File: src/sdp_pkg.sv
package sdp_pkg;

	// divider field widths and serial frame length
	localparam int unsigned SDP_M_W        = 9;
	localparam int unsigned SDP_N_W        = 2;
	localparam int unsigned SDP_T_W        = 2;
	localparam int unsigned SDP_FRAME_LEN  = SDP_T_W + SDP_N_W + SDP_M_W;

	// output divider ratio is the code plus this base
	localparam logic [2:0]  SDP_OUT_RATIO_BASE = 3'h3;

	// avalon register byte addresses
	localparam int unsigned SDP_ADDR_W       = 4;
	localparam logic [3:0]  SDP_ADDR_STATUS  = 4'h0;
	localparam logic [3:0]  SDP_ADDR_CTRL    = 4'h4;

	// status register field positions
	localparam int unsigned SDP_STAT_M_LSB   = 0;
	localparam int unsigned SDP_STAT_N_LSB   = 9;
	localparam int unsigned SDP_STAT_T_LSB   = 11;
	localparam int unsigned SDP_STAT_CLR_BIT = 13;
	localparam int unsigned SDP_STAT_SER_BIT = 14;
	localparam int unsigned SDP_STAT_PLL_BIT = 15;

	// control register field positions
	localparam int unsigned SDP_CTRL_CLR_BIT = 0;

	// values after reset
	localparam logic [8:0]  SDP_M_RST        = 9'h000;
	localparam logic [1:0]  SDP_N_RST        = 2'h0;
	localparam logic [1:0]  SDP_T_RST        = 2'h0;

	// diagnostic source codes
	localparam logic [1:0]  SDP_DIAG_LOW     = 2'h0;
	localparam logic [1:0]  SDP_DIAG_SDATA   = 2'h1;
	localparam logic [1:0]  SDP_DIAG_FB      = 2'h2;
	localparam logic [1:0]  SDP_DIAG_CLK     = 2'h3;

	// loaded divider configuration; field order is also the serial frame order
	typedef struct packed {
		logic [1:0] t;
		logic [1:0] n;
		logic [8:0] m;
	} sdp_cfg_s;

	// the whole state of the block
	typedef struct packed {
		sdp_cfg_s    cfg;
		logic [12:0] shift;
		logic        sclk_prev;
		logic        sload_prev;
		logic        strobe_prev;
		logic        ref_prev;
		logic [8:0]  fb_cnt;
		logic        fb_out;
		logic [2:0]  out_cnt;
		logic        out0_true;
		logic        out0_comp;
		logic        out1_true;
		logic        out1_comp;
		logic        diag;
		logic        ref_xtal;
		logic        pll_on;
		logic        soft_clr;
		logic        wait_req;
		logic [31:0] rdata;
	} sdp_state_s;

endpackage : sdp_pkg

File: src/sdp_synth_div_prog.sv
`timescale 1ns/1ps
`default_nettype none

// How it works
// - clear high: dividers reset, true low, comp high
// - clear low: dividers run, outputs enabled
// - clear leaves loaded divider values untouched
// - every shift clock rise shifts data in
// - reference select high picks crystal, low alternate
// - separate select picks PLL or bypass
// - nine-bit feedback, two-bit output divider pins
// - strobe low: pins pass through, diag low
// - strobe rise captures pins until next event
// - serial mode: clear low, strobe high, load low
// - load rise copies shift register to dividers
// - load fall freezes divider values
// - load held high: each shift updates dividers
// - output codes 0..3 divide by 3..6
// - feedback code is plain binary ratio
// - diag select: low, data, feedback, clock
module sdp_synth_div_prog (
	input  wire logic                                clk,
	input  wire logic                                rst,
	input  wire logic                                divider_clear,
	input  wire logic                                parallel_latch_strobe_n,
	input  wire logic [sdp_pkg::SDP_M_W-1:0]         feedback_div_bits,
	input  wire logic [sdp_pkg::SDP_N_W-1:0]         output_div_bits,
	input  wire logic                                shift_clock,
	input  wire logic                                shift_data,
	input  wire logic                                shift_load,
	input  wire logic                                ref_source_select,
	input  wire logic                                pll_bypass_select,
	input  wire logic                                xtal_ref_in,
	input  wire logic                                alt_ref_in,
	input  wire logic [sdp_pkg::SDP_ADDR_W-1:0]      avs_address,
	input  wire logic                                avs_read,
	input  wire logic                                avs_write,
	input  wire logic [31:0]                         avs_writedata,
	output var  logic [31:0]                         avs_readdata,
	output var  logic                                avs_waitrequest,
	output var  logic                                clk_out0_true,
	output var  logic                                clk_out0_comp,
	output var  logic                                clk_out1_true,
	output var  logic                                clk_out1_comp,
	output var  logic                                diag_out,
	output var  logic                                ref_is_xtal,
	output var  logic                                pll_active,
	output var  sdp_pkg::sdp_cfg_s                   div_config
);

	// output divide ratio from its two-bit code
	function automatic logic [2:0] out_ratio(input logic [1:0] code);
		out_ratio = sdp_pkg::SDP_OUT_RATIO_BASE + {1'b0, code};
	endfunction : out_ratio

	// length of the high phase for a given ratio; odd ratios run short high
	function automatic logic [8:0] high_len(input logic [8:0] ratio);
		high_len = ratio >> 1;
	endfunction : high_len

	sdp_pkg::sdp_state_s s_r;
	sdp_pkg::sdp_state_s s_nxt;

	logic        clr_eff;
	logic        sclk_rise;
	logic        sload_rise;
	logic        strobe_rise;
	logic        ref_level;
	logic        ref_rise;
	logic        advance;
	logic [12:0] shift_new;
	logic [2:0]  o_ratio;
	logic [8:0]  fb_ratio;
	logic        ser_mode;

	// pins are synchronous to clk, so edges are found against last cycle's level
	assign clr_eff     = divider_clear | s_r.soft_clr;
	assign sclk_rise   = shift_clock & ~s_r.sclk_prev;
	assign sload_rise  = shift_load & ~s_r.sload_prev;
	assign strobe_rise = parallel_latch_strobe_n & ~s_r.strobe_prev;
	assign ref_level   = ref_source_select ? xtal_ref_in : alt_ref_in;
	assign ref_rise    = ref_level & ~s_r.ref_prev;
	assign advance     = s_r.pll_on | ref_rise;
	assign shift_new   = {s_r.shift[11:0], shift_data};
	assign o_ratio     = out_ratio(s_r.cfg.n);
	assign fb_ratio    = (s_r.cfg.m == 9'h000) ? 9'h001 : s_r.cfg.m;
	assign ser_mode    = ~clr_eff & parallel_latch_strobe_n & ~shift_load;

	// next-state logic for the whole block
	always_comb begin
		s_nxt             = s_r;
		s_nxt.sclk_prev   = shift_clock;
		s_nxt.sload_prev  = shift_load;
		s_nxt.strobe_prev = parallel_latch_strobe_n;
		s_nxt.ref_prev    = ref_level;
		s_nxt.ref_xtal    = ref_source_select;
		s_nxt.pll_on      = pll_bypass_select;

		// shifting ignores mode and clear so the host can preload at any time
		if (sclk_rise) begin
			s_nxt.shift = shift_new;
		end

		// divider value loading; a held clear freezes what is loaded
		if (!clr_eff) begin
			if (!parallel_latch_strobe_n) begin
				s_nxt.cfg.m = feedback_div_bits;
				s_nxt.cfg.n = output_div_bits;
			end else if (strobe_rise && !shift_load) begin
				s_nxt.cfg.m = feedback_div_bits;
				s_nxt.cfg.n = output_div_bits;
			end else if (sload_rise && !shift_clock) begin
				s_nxt.cfg = sdp_pkg::sdp_cfg_s'(s_r.shift);
			end else if (shift_load && sclk_rise) begin
				s_nxt.cfg = sdp_pkg::sdp_cfg_s'(shift_new);
			end
			// load falling or low with the strobe settled high: nothing above fires, values stay put
		end

		// output and feedback dividers; clk stands in for the oscillator
		if (clr_eff) begin
			s_nxt.out_cnt   = 3'h0;
			s_nxt.fb_cnt    = 9'h000;
			s_nxt.fb_out    = 1'b0;
			s_nxt.out0_true = 1'b0;
			s_nxt.out0_comp = 1'b1;
			s_nxt.out1_true = 1'b0;
			s_nxt.out1_comp = 1'b1;
		end else if (advance) begin
			if (s_r.out_cnt >= o_ratio - 3'h1) begin
				s_nxt.out_cnt = 3'h0;
			end else begin
				s_nxt.out_cnt = s_r.out_cnt + 3'h1;
			end
			s_nxt.out0_true = {6'h00, s_nxt.out_cnt} < high_len({6'h00, o_ratio});
			s_nxt.out0_comp = ~s_nxt.out0_true;
			s_nxt.out1_true = s_nxt.out0_true;
			s_nxt.out1_comp = ~s_nxt.out0_true;
			// the feedback divider only exists while the loop is in use
			if (s_r.pll_on) begin
				if (s_r.fb_cnt >= fb_ratio - 9'h001) begin
					s_nxt.fb_cnt = 9'h000;
				end else begin
					s_nxt.fb_cnt = s_r.fb_cnt + 9'h001;
				end
				s_nxt.fb_out = (s_nxt.fb_cnt < high_len(fb_ratio));
			end
		end

		// diagnostic pin source, forced low while pins drive the dividers
		if (!parallel_latch_strobe_n) begin
			s_nxt.diag = 1'b0;
		end else begin
			case (s_r.cfg.t)
				sdp_pkg::SDP_DIAG_LOW:   s_nxt.diag = 1'b0;
				sdp_pkg::SDP_DIAG_SDATA: s_nxt.diag = shift_data;
				sdp_pkg::SDP_DIAG_FB:    s_nxt.diag = s_r.fb_out;
				sdp_pkg::SDP_DIAG_CLK:   s_nxt.diag = s_r.out0_true;
				default:                 s_nxt.diag = 1'b0;
			endcase
		end

		// avalon slave: one wait cycle, then the answer edge
		if (s_r.wait_req && (avs_read || avs_write)) begin
			s_nxt.wait_req = 1'b0;
			s_nxt.rdata    = 32'h0000_0000;
			if (avs_address == sdp_pkg::SDP_ADDR_STATUS) begin
				s_nxt.rdata[sdp_pkg::SDP_STAT_M_LSB +: 9] = s_r.cfg.m;
				s_nxt.rdata[sdp_pkg::SDP_STAT_N_LSB +: 2] = s_r.cfg.n;
				s_nxt.rdata[sdp_pkg::SDP_STAT_T_LSB +: 2] = s_r.cfg.t;
				s_nxt.rdata[sdp_pkg::SDP_STAT_CLR_BIT]    = clr_eff;
				s_nxt.rdata[sdp_pkg::SDP_STAT_SER_BIT]    = ser_mode;
				s_nxt.rdata[sdp_pkg::SDP_STAT_PLL_BIT]    = s_r.pll_on;
			end else if (avs_address == sdp_pkg::SDP_ADDR_CTRL) begin
				s_nxt.rdata[sdp_pkg::SDP_CTRL_CLR_BIT] = s_r.soft_clr;
			end
		end else if (!s_r.wait_req) begin
			s_nxt.wait_req = 1'b1;
			if (avs_write && avs_address == sdp_pkg::SDP_ADDR_CTRL) begin
				s_nxt.soft_clr = avs_writedata[sdp_pkg::SDP_CTRL_CLR_BIT];
			end
		end
	end

	// single state register
	always_ff @(posedge clk or posedge rst) begin
		if (rst) begin
			s_r           <= '0;
			s_r.cfg.m     <= sdp_pkg::SDP_M_RST;
			s_r.cfg.n     <= sdp_pkg::SDP_N_RST;
			s_r.cfg.t     <= sdp_pkg::SDP_T_RST;
			s_r.out0_comp <= 1'b1;
			s_r.out1_comp <= 1'b1;
			s_r.pll_on    <= 1'b1;
			s_r.ref_xtal  <= 1'b1;
			s_r.wait_req  <= 1'b1;
		end else begin
			s_r <= s_nxt;
		end
	end

	// every output is a flip-flop of the state
	assign avs_readdata    = s_r.rdata;
	assign avs_waitrequest = s_r.wait_req;
	assign clk_out0_true   = s_r.out0_true;
	assign clk_out0_comp   = s_r.out0_comp;
	assign clk_out1_true   = s_r.out1_true;
	assign clk_out1_comp   = s_r.out1_comp;
	assign diag_out        = s_r.diag;
	assign ref_is_xtal     = s_r.ref_xtal;
	assign pll_active      = s_r.pll_on;
	assign div_config      = s_r.cfg;
endmodule : sdp_synth_div_prog

`default_nettype wire

File: config.mk
export PLATFORM = sky130hd
export DESIGN_NAME = sdp_synth_div_prog
export DESIGN_NICKNAME = d
export VERILOG_FILES = /design/src/sdp_pkg.sv /design/src/sdp_synth_div_prog.sv
export SDC_FILE = /design/constraint.sdc
export NUM_CORES = 1
export LEC_CHECK = 0
export ABC_AREA = 1
export BUFFER_PORTS_ARGS = -buffer_cell sky130_fd_sc_hd__buf_2
export CORE_MARGIN = 2
export CORE_UTILIZATION = 48
export CTS_CLUSTER_DIAMETER = 100
export DETAILED_ROUTE_END_ITERATION = 7
export GPL_ROUTABILITY_DRIVEN = 0
export PLACE_DENSITY = 0.79
export SETUP_SLACK_MARGIN = 0.1
export SYNTH_ARGS = -nofsm -noshare
export SYNTH_HDL_FRONTEND = slang
export SYNTH_SLANG_ARGS = --single-unit
File: constraint.sdc
create_clock -name clk -period 3.25 [get_ports clk]
set_input_delay 0.325 -clock clk [delete_from_list [all_inputs] [get_ports clk]]
set_output_delay 0.325 -clock clk [all_outputs]
set_load 0.005 [all_outputs]
==> out/metrics.cfg, run 1 <==
[timing]
max_slew_margin = 0.244
finalHoldViolCount = 0
fin_worst_skew_ns = 0.0122
worst_slack_ns = -0.211
grt_setup_unrepaired = true
setup_violations = 1
drv_slew = 0
max_freq_mhz = 289
post-route-period-util = 1.06
tightestPinTransition_ns = 1.13
min_period_ns = 3.46

[floorplanning]
fp-row-count = 33
die-area_um2 = 9120
start_util = 0.492
core_um2 = 8180
die_x_um = 95.5
die_y_um = 95.5
io_pins = 113

[setup_path]
startpoint = div_config[4]
crit_arrival_ns = 3.71
critPathMaxFanout = 6
ff2ff_setup_slack_ns = -0.21
r2r_cells = 27
worstSetupPathType = flip-flop to flip-flop
path_delay_family = simple AND/OR/NAND/NOR gates
cp-start-kind = flip-flop
critPathBufInv = 6
reg2reg_from = div_config[4]
cpPeakStageDelay_ns = 0.42
critPathSlowestCell = dfrtp_2
crit_top_cell = nand2_1
worstReg2RegEnd = s_r[44]
worstPathRequired_ns = 3.50
end_kind = flip-flop

[yosys]
syn_area_per_cell_um2 = 8.48
seq_area_frac_synth = 0.412
synthCells = 474
syn_area_um2 = 4020
yosys.cell_types.count = 43
synth-seq-cells = 66
ys_warn_count = 0

[drt]
dr.pass1.iters = 4
routed_wl_mm = 9.08
wl_per_cell_um = 13.8
dr.first_iter.drc_count = 158
drtAntennaViolNets = 0
viasPerCell = 5.06
drc_errors = 0
num_vias = 3317

[cells_and_area]
antenna_cells = 0
fin_nets = 629
fin_area_um2 = 4770
drive_gt1_frac = 0.325
n_fill_cell = 682
layout-area-overhead-vs-synth_pct = 18.5
final_util = 0.583

[worst_hold_path]
whs_endpoint = pll_active
worstHoldStart = pll_bypass_select
hold_depth = 1
min-delay-path-class = input pin to flip-flop

[power_and_ir_drop]
power_density_nw_per_um2 = 537
leakagePower_nw = 2.45
ir_worst_vdd_uv = 318

[outcome]
violations = setup timing
status = complete, but fails checks

[clock_network]
htree_levels = 3
cts_buffers = 9
clk_latency_ns = 0.35
clockBufferDepth = 2
clk_pin_slew_worst_paths_ns = 0.08
cts_num_sinks = 66
cts_tree = built
ctsRootBufferMaster = clkbuf_8

[placement]
placed_cell_area_um2 = 4380
io_buffers = 65
dp_slack_ns = -0.108
hpwl_mm = 6.72

[global_route]
grt.total_usage = 0.211
overflow = 0
grt_max_degree = 56
grt_pass1_wl_mm = 14.8
grt_antenna_before_repair = 0
first_global_vias = 3228

[run]
drv_cap = 0

## per-stage QoR
step | power [mW] | hold WS, ns | instances | setup TNS (ns)
2_1_floorplan | 1.55 | 0.329 | 489 | 0
3_5_place_dp | 1.77 | 0.432 | 629 | -0.108
4_1_cts | 2.55 | 0.0459 | 650 | -0.0619
6_report | 2.56 | 0.0622 | 656 | -0.211
5_1_grt | 2.72 | 0.0484 | 656 | -0.419
3_3_place_gp | 1.72 | 0.431 | 629 | -0.0685
## per-layer routing
layer / GRT usage / up-vias / routed length, µm
met5: 0 / - / 0
met4: 0.106 / 0 / 274
met3: 0.0372 / 20 / 486
met2: 0.346 / 94 / 4560
met1: 0.270 / 1567 / 3760
li1: - / 1636 / -
## worst register-to-register path, stage by stage (launching register included)
cell     delay [ns]
dfrtp_2        0.42
nor4_4         0.31
a41oi_2        0.19
buf_4          0.16
buf_4          0.13
nand2_4        0.06
inv_2          0.04
nand3_2        0.05
xor2_1         0.14
inv_1          0.09
ha_4           0.27
nand2_2        0.06
nor2_4         0.14
nand3_2        0.11
nand3_4        0.12
inv_4          0.06
nand2_1        0.07
inv_1          0.05
ha_1           0.29
nand2_1        0.07
nand2_1        0.08
nand2_1        0.08
nand2_2        0.08
nand2_1        0.05
nand2_1        0.06
nand2_1        0.06
nand2_1        0.07
nand2_1        0.05
## how the worst max path moves through the flow
| stage | end | cells after the start |
|---|---|---|
| final | s_r[44] | 27 |
| after global routing | s_r[44] | 27 |
| after CTS | s_r[44] | 25 |
| after detailed placement | s_r[44] | 25 |
| after global placement | s_r[44] | 25 |
| after floorplan | s_r[44] | 25 |
## area by class of cell
cell class / instances / area (µm²) / area share
clock buffer: 11 / 141 / 0.0297
multi-input combinational: 297 / 1860 / 0.390
sequential: 66 / 1660 / 0.348
timing repair buffer: 105 / 626 / 0.131
tap: 105 / 131 / 0.0276
inverter: 67 / 270 / 0.0567
clock inverter: 5 / 77.6 / 0.0163
## cells by family after synthesis
| group | after synthesis | share of synthesized area |
|---|---|---|
| AND/OR/NAND/NOR | 152 | 0.178 |
| multiplexers | 3 | 0.00840 |
| adder cells (fa/ha/maj) | 23 | 0.0716 |
| AO/OA/AOI/OAI | 93 | 0.141 |
| other | 1 | 0.000933 |
| buffers and inverters | 126 | 0.167 |
| flip-flops | 66 | 0.412 |
| XOR/XNOR | 10 | 0.0218 |
## placed cells by master (no fill, tap or decap), types with 16 or more instances in the layout
cell and n:
dfrtp_1 60, buf_2 65, nor2_1 25, nand2_1 86, ha_1 20, o21ai_0 29, buf_4 40, conb_1 16
inv_1 55
## synth_stat cells (all sizes together)
master,number,share of area
a32o,1,0.0025
dfrtp,62,0.39
a31oi,14,0.022
nand3b,1,0.0019
o21a,1,0.0019
dfstp,4,0.026
xor2,8,0.017
nor3b,1,0.0031
buf,49,0.091
o22ai,8,0.012
inv,66,0.062
o32ai,1,0.0022
nor4,2,0.0068
a21oi,18,0.025
a22o,1,0.0022
nor3,4,0.0090
mux2,3,0.0084
bufinv,1,0.0044
nand4,2,0.0047
a41oi,1,0.0040
nor2,35,0.041
xnor2,2,0.0044
conb,1,0.00093
nand3,15,0.024
clkbuf,10,0.0093
nand2,91,0.086
ha,23,0.072
and3,1,0.0016
o31ai,14,0.026
o21ai,34,0.042
## flip-flops by register name (all words and copies together), names as in the netlist
name	cells
avs_readdata	16
avs_waitrequest	1
clk_out0_comp	1
clk_out0_true	1
diag_out	1
div_config	13
pll_active	1
ref_is_xtal	1
s_r	31
## where the power goes
group          internal [mW]  leakage (nW)  switching (mW)  total, mW
sequential             0.942         0.846          0.0961       1.04
combinational          0.322          1.49           0.433      0.755
clock                  0.450         0.109           0.316      0.766
total                   1.71          2.45           0.845       2.56
## repair_timing
item | CTS | global route
pin swaps | 10 | 10
setup buffers | 5 | 6
endpoints found under the setup margin | 1 | 1
resized for setup | 7 | 9
hold buffers | 0 | 0
Note: power is estimated with default switching activity, not from simulation.
==> inputs of run 2 (changes only) <==
==> constraint.sdc (replaced) <==
create_clock -name clk -period 3.25 [get_ports clk]
set_input_delay 0.1625 -clock clk [delete_from_list [all_inputs] [get_ports clk]]
set_output_delay 0.1625 -clock clk [all_outputs]
set_load 0.005 [all_outputs]
==> out/metrics.cfg, run 2 (same netlist as run 1, synthesis figures left out) <==
[cells_and_area]
drive_gt1_frac = 0.324
top_register = s_r
fin_area_um2 = 4770
layout-area-overhead-vs-synth_pct = 18.7
antenna_cells = 0
largest_reg_flops = 31
fin_cells = 657
multi_input_comb_area_um2 = 1860
final_cell_mix = nand2_1 (85), buf_2 (65), dfrtp_1 (60)
layout_commonest_cell = nand2_1
final_util = 0.584
fin_nets = 630
ff_latch_area_um2 = 1660
n_fill_cell = 704

[power_and_ir_drop]
intPower_mw = 1.66
pwr-share-seq = 0.417
p_sw_mw = 0.834
switching_share = 0.335
clockPowerShare = 0.282
power_density_nw_per_um2 = 522
leakagePower_nw = 2.43
ir_worst_vdd_uv = 253
total_power_mw = 2.49
power_frac_comb = 0.301

[timing]
tns_ns = -0.0880
drv_slew = 0
tightestPinTransition_ns = 1.15
post-route-period-util = 1.03
finalHoldViolCount = 0
max_slew_margin = 0.233
min_period_ns = 3.34
grt_setup_unrepaired = true
max_freq_mhz = 300
setup_violations = 1
fin_worst_skew_ns = 0.00770
worst_slack_ns = -0.0880

[clock_network]
ctsRootBufferMaster = clkbuf_8
clk_pin_slew_worst_paths_ns = 0.07
cts_buffers = 9
clk_latency_ns = 0.34
clockBufferDepth = 2
htree_levels = 3
cts_num_sinks = 66
cts_tree = built

[floorplanning]
fp-row-count = 33
die_x_um = 95.5
io_pins = 113
core_um2 = 8180
die-area_um2 = 9120
die_y_um = 95.5
start_util = 0.492

[global_route]
grt_pass1_wl_mm = 14.7
grt_max_degree = 56
overflow = 0
first_global_vias = 3224
grt.total_usage = 0.209
grt_antenna_before_repair = 0

[setup_path]
cp-start-kind = flip-flop
crit_arrival_ns = 3.62
cpPeakStageDelay_ns = 0.42
end_kind = flip-flop
crit_top_cell = nand2_1
worstPathRequired_ns = 3.53
critPathSlowestCell = dfrtp_2
critPathMaxFanout = 6
worstSetupPathType = flip-flop to flip-flop

[placement]
placed_cell_area_um2 = 4380
post-place-cells = 629
hpwl_mm = 6.76
io_buffers = 65

[drt]
dr.first_iter.drc_count = 194
wl_per_cell_um = 13.9
drc_errors = 0
drtAntennaViolNets = 0
viasPerCell = 5.09
routed_wl_mm = 9.10
num_vias = 3347
dr.pass1.iters = 4

[outcome]
violations = setup timing
status = complete, but fails checks

[run]
drv_cap = 0

[worst_hold_path]
min-delay-path-class = input pin to flip-flop

## run 2: cell count changes in the layout (fill, tap and decap cells not counted), sizes merged
cell         change
buf              -4
bufinv           -1
clkbuf           +1
clkinv           -1
clkinvlp         +1
dlygate4sd3      +5
## run 2: power groups by stage
stage | registers (mW) | logic (mW) | clock network (mW)
2_1_floorplan | 1.05 | 0.506 | 0
3_3_place_gp | 1.04 | 0.678 | 0
3_5_place_dp | 1.05 | 0.715 | 0
4_1_cts | 1.04 | 0.736 | 0.713
5_1_grt | 1.05 | 0.846 | 0.752
6_report | 1.04 | 0.750 | 0.704
## run 2: per-stage QoR
step           worst slack [ns]  hold WS [ns]
3_5_place_dp             -0.186         0.273
5_1_grt                  -0.337        0.0722
4_1_cts                 -0.0875        0.0630
2_1_floorplan             0.104         0.167
6_report                -0.0880        0.0740
3_3_place_gp            -0.0459         0.268
## run 2: worst paths after layout
check                            startpoint         endpoint  slack (ns)  cells past startpoint
max                           div_config[4]          s_r[44]       -0.09                     25
min                        avs_writedata[0]          s_r[33]        0.07                      2
max reg2reg                   div_config[4]          s_r[44]       -0.09                     25
min reg2reg                 avs_readdata[6]  avs_readdata[6]        0.48                      2
max in group asynchronous               rst          s_r[64]        2.33                      3
min in group asynchronous               rst          s_r[56]        0.12                      2
## run 2: worst max-delay path, delay by kind of cell (launching register included)
kind	cells	cell delay (ns)
AND/OR/NAND/NOR	16	1.40
adder cells (fa/ha/maj)	3	0.74
flip-flops	1	0.42
AO/OA/AOI/OAI	2	0.33
buffers and inverters	3	0.24
XOR/XNOR	1	0.14
## run 2: per-layer routing
metal,wire length [µm],vias up,GRT usage
li1,-,1642,-
met1,3890,1577,0.265
met2,4440,105,0.350
met3,490,23,0.0356
met4,282,0,0.0929
met5,0,-,0
## run 2: repair_timing
| action | CTS | global route |
|---|---|---|
| gates resized for setup | 6 | 13 |
| pin swaps | 12 | 13 |
| endpoints found under the hold margin | 5 | 0 |
| hold buffers | 5 | 0 |
| endpoints found under the setup margin | 1 | 1 |
| buffers inserted | 4 | 3 |
## run 2: area by class of cell
type / instances / share of cell area
Multi-Input combinational cell: 297 / 0.389
Inverter: 67 / 0.0572
Tap cell: 105 / 0.0275
Clock buffer: 12 / 0.0325
Clock inverter: 4 / 0.0105
Sequential cell: 66 / 0.348
Timing Repair Buffer: 106 / 0.135
==> inputs of run 3 (changes only) <==
CORE_UTILIZATION = 40   (was 48)
PLACE_DENSITY = 0.68   (was 0.79)
==> out/metrics.cfg, run 3 (same netlist as run 1, synthesis figures left out) <==
[drt]
num_vias = 3276
dr.pass1.iters = 4
dr.first_iter.drc_count = 128
wl_per_cell_um = 13.3
routed_wl_mm = 9.00
viasPerCell = 4.82
drc_errors = 0
drtAntennaViolNets = 0

[floorplanning]
fp-row-count = 36
core_um2 = 9770
start_util = 0.411
die_y_um = 104
io_pins = 113
die_x_um = 104
die-area_um2 = 10900

[timing]
finalHoldViolCount = 0
fin_worst_skew_ns = 0.0107
drv_slew = 0
min_period_ns = 3.31
tightestPinTransition_ns = 1.01
post-route-period-util = 1.02
grt_setup_unrepaired = true
worst_slack_ns = -0.0577
setup_violations = 1
max_slew_margin = 0.326
max_freq_mhz = 302

[setup_path]
crit_arrival_ns = 3.55
cp-start-kind = flip-flop
path_cells = nor4_4 -> a41oi_2 -> ha_2 -> nand3_2 -> nor3_4 -> xor2_1 -> ha_1 -> nand2_1 -> nor2_4 -> nand3_2 -> nand3_2 -> inv_2 -> nand3_2 -> inv_1 -> ha_1 -> nand2_1 -> a21oi_2 -> nand2_1 -> nand2_1 -> nand2_1 -> nand2_1 -> nand2_1 -> nand2_1 -> nand2_1
critPathBufInv = 2
crit_top_cell = nand2_1
cpPeakStageDelay_ns = 0.41
critPathMaxFanout = 4
worstPathRequired_ns = 3.49
worstSetupPathType = flip-flop to flip-flop
path_delay_family = simple AND/OR/NAND/NOR gates
end_kind = flip-flop
critPathSlowestCell = dfrtp_1
cp_num_cells = 24
r2r_cells = 24

[clock_network]
cts_tree = built
clockBufferDepth = 2
cts_buffers = 9
clk_pin_slew_worst_paths_ns = 0.08
ctsRootBufferMaster = clkbuf_8
htree_levels = 3
cts_num_sinks = 66
clk_latency_ns = 0.35

[placement]
placed_cell_area_um2 = 4420
io_buffers = 65
hpwl_mm = 6.79

[cells_and_area]
final_cell_mix = nand2_1 (88), buf_2 (65), dfrtp_1 (60)
antenna_cells = 0
layout_commonest_cell = nand2_1
top_register = s_r
fin_area_um2 = 4730
largest_reg_flops = 31
layout-area-overhead-vs-synth_pct = 17.7
drive_gt1_frac = 0.297
fin_nets = 624

[power_and_ir_drop]
power_density_nw_per_um2 = 552
total_power_mw = 2.61
leakagePower_nw = 2.42
ir_worst_vdd_uv = 249

[global_route]
grt_max_degree = 49
first_global_vias = 3293
overflow = 0
grt_antenna_before_repair = 0
grt.total_usage = 0.180
grt_pass1_wl_mm = 15.8

[outcome]
status = complete, but fails checks
violations = setup timing

[worst_hold_path]
min-delay-path-class = input pin to asynchronous set/reset pin

[run]
drv_cap = 0

run 3: area by class of cell:
type,count,area [µm²]
tap,133,166
clock inverter,6,115
fill,957,5040
clock buffer,10,128
sequential,66,1660
multi-input combinational,297,1800
inverter,67,268
timing repair buffer,100,601
run 3: timing repair:
action,4_1_cts,5_1_grt
pin swaps,7,1
hold endpoints to repair,5,0
setup endpoints to repair,1,1
gates resized for setup,3,0
buffers inserted,1,0
hold buffers,5,0
run 3: path summary, 6_finish.rpt:
kind,to,start,slack (ns)
max,s_r[44],div_config[5],-0.06
min reg2reg,avs_readdata[3],avs_readdata[3],0.48
max in group asynchronous,avs_waitrequest,rst,2.30
min in group clk,s_r[33],avs_writedata[0],0.05
max reg2reg,s_r[44],div_config[5],-0.06
min,s_r[56],rst,0.05
run 3: per-layer routing:
layer	part of all wire	track usage
met3	0.045	0.0332
met5	0	0
met2	0.48	0.298
met1	0.45	0.230
met4	0.022	0.0763
run 3: through the flow:
step	TNS (ns)	utilization	worst slack, ns	hold WS (ns)	std cells
finish	-0.0577	0.484	-0.0577	0.0466	679
global route	-0.313	0.484	-0.313	0.0354	679
CTS	-0.0308	0.484	-0.0308	0.0366	679
detailed placement	-0.0859	0.452	-0.0859	0.274	657
global placement	-0.0386	0.452	-0.0386	0.268	657
floorplan	0	-	0.104	0.167	489
run 3: where the power goes:
| part | switching [mW] | internal (mW) | leakage, nW | total (mW) |
|---|---|---|---|---|
| Clock | 0.333 | 0.512 | 0.117 | 0.846 |
| Combinational | 0.422 | 0.311 | 1.46 | 0.733 |
| Sequential | 0.0920 | 0.942 | 0.846 | 1.03 |
| Total | 0.847 | 1.77 | 2.42 | 2.61 |
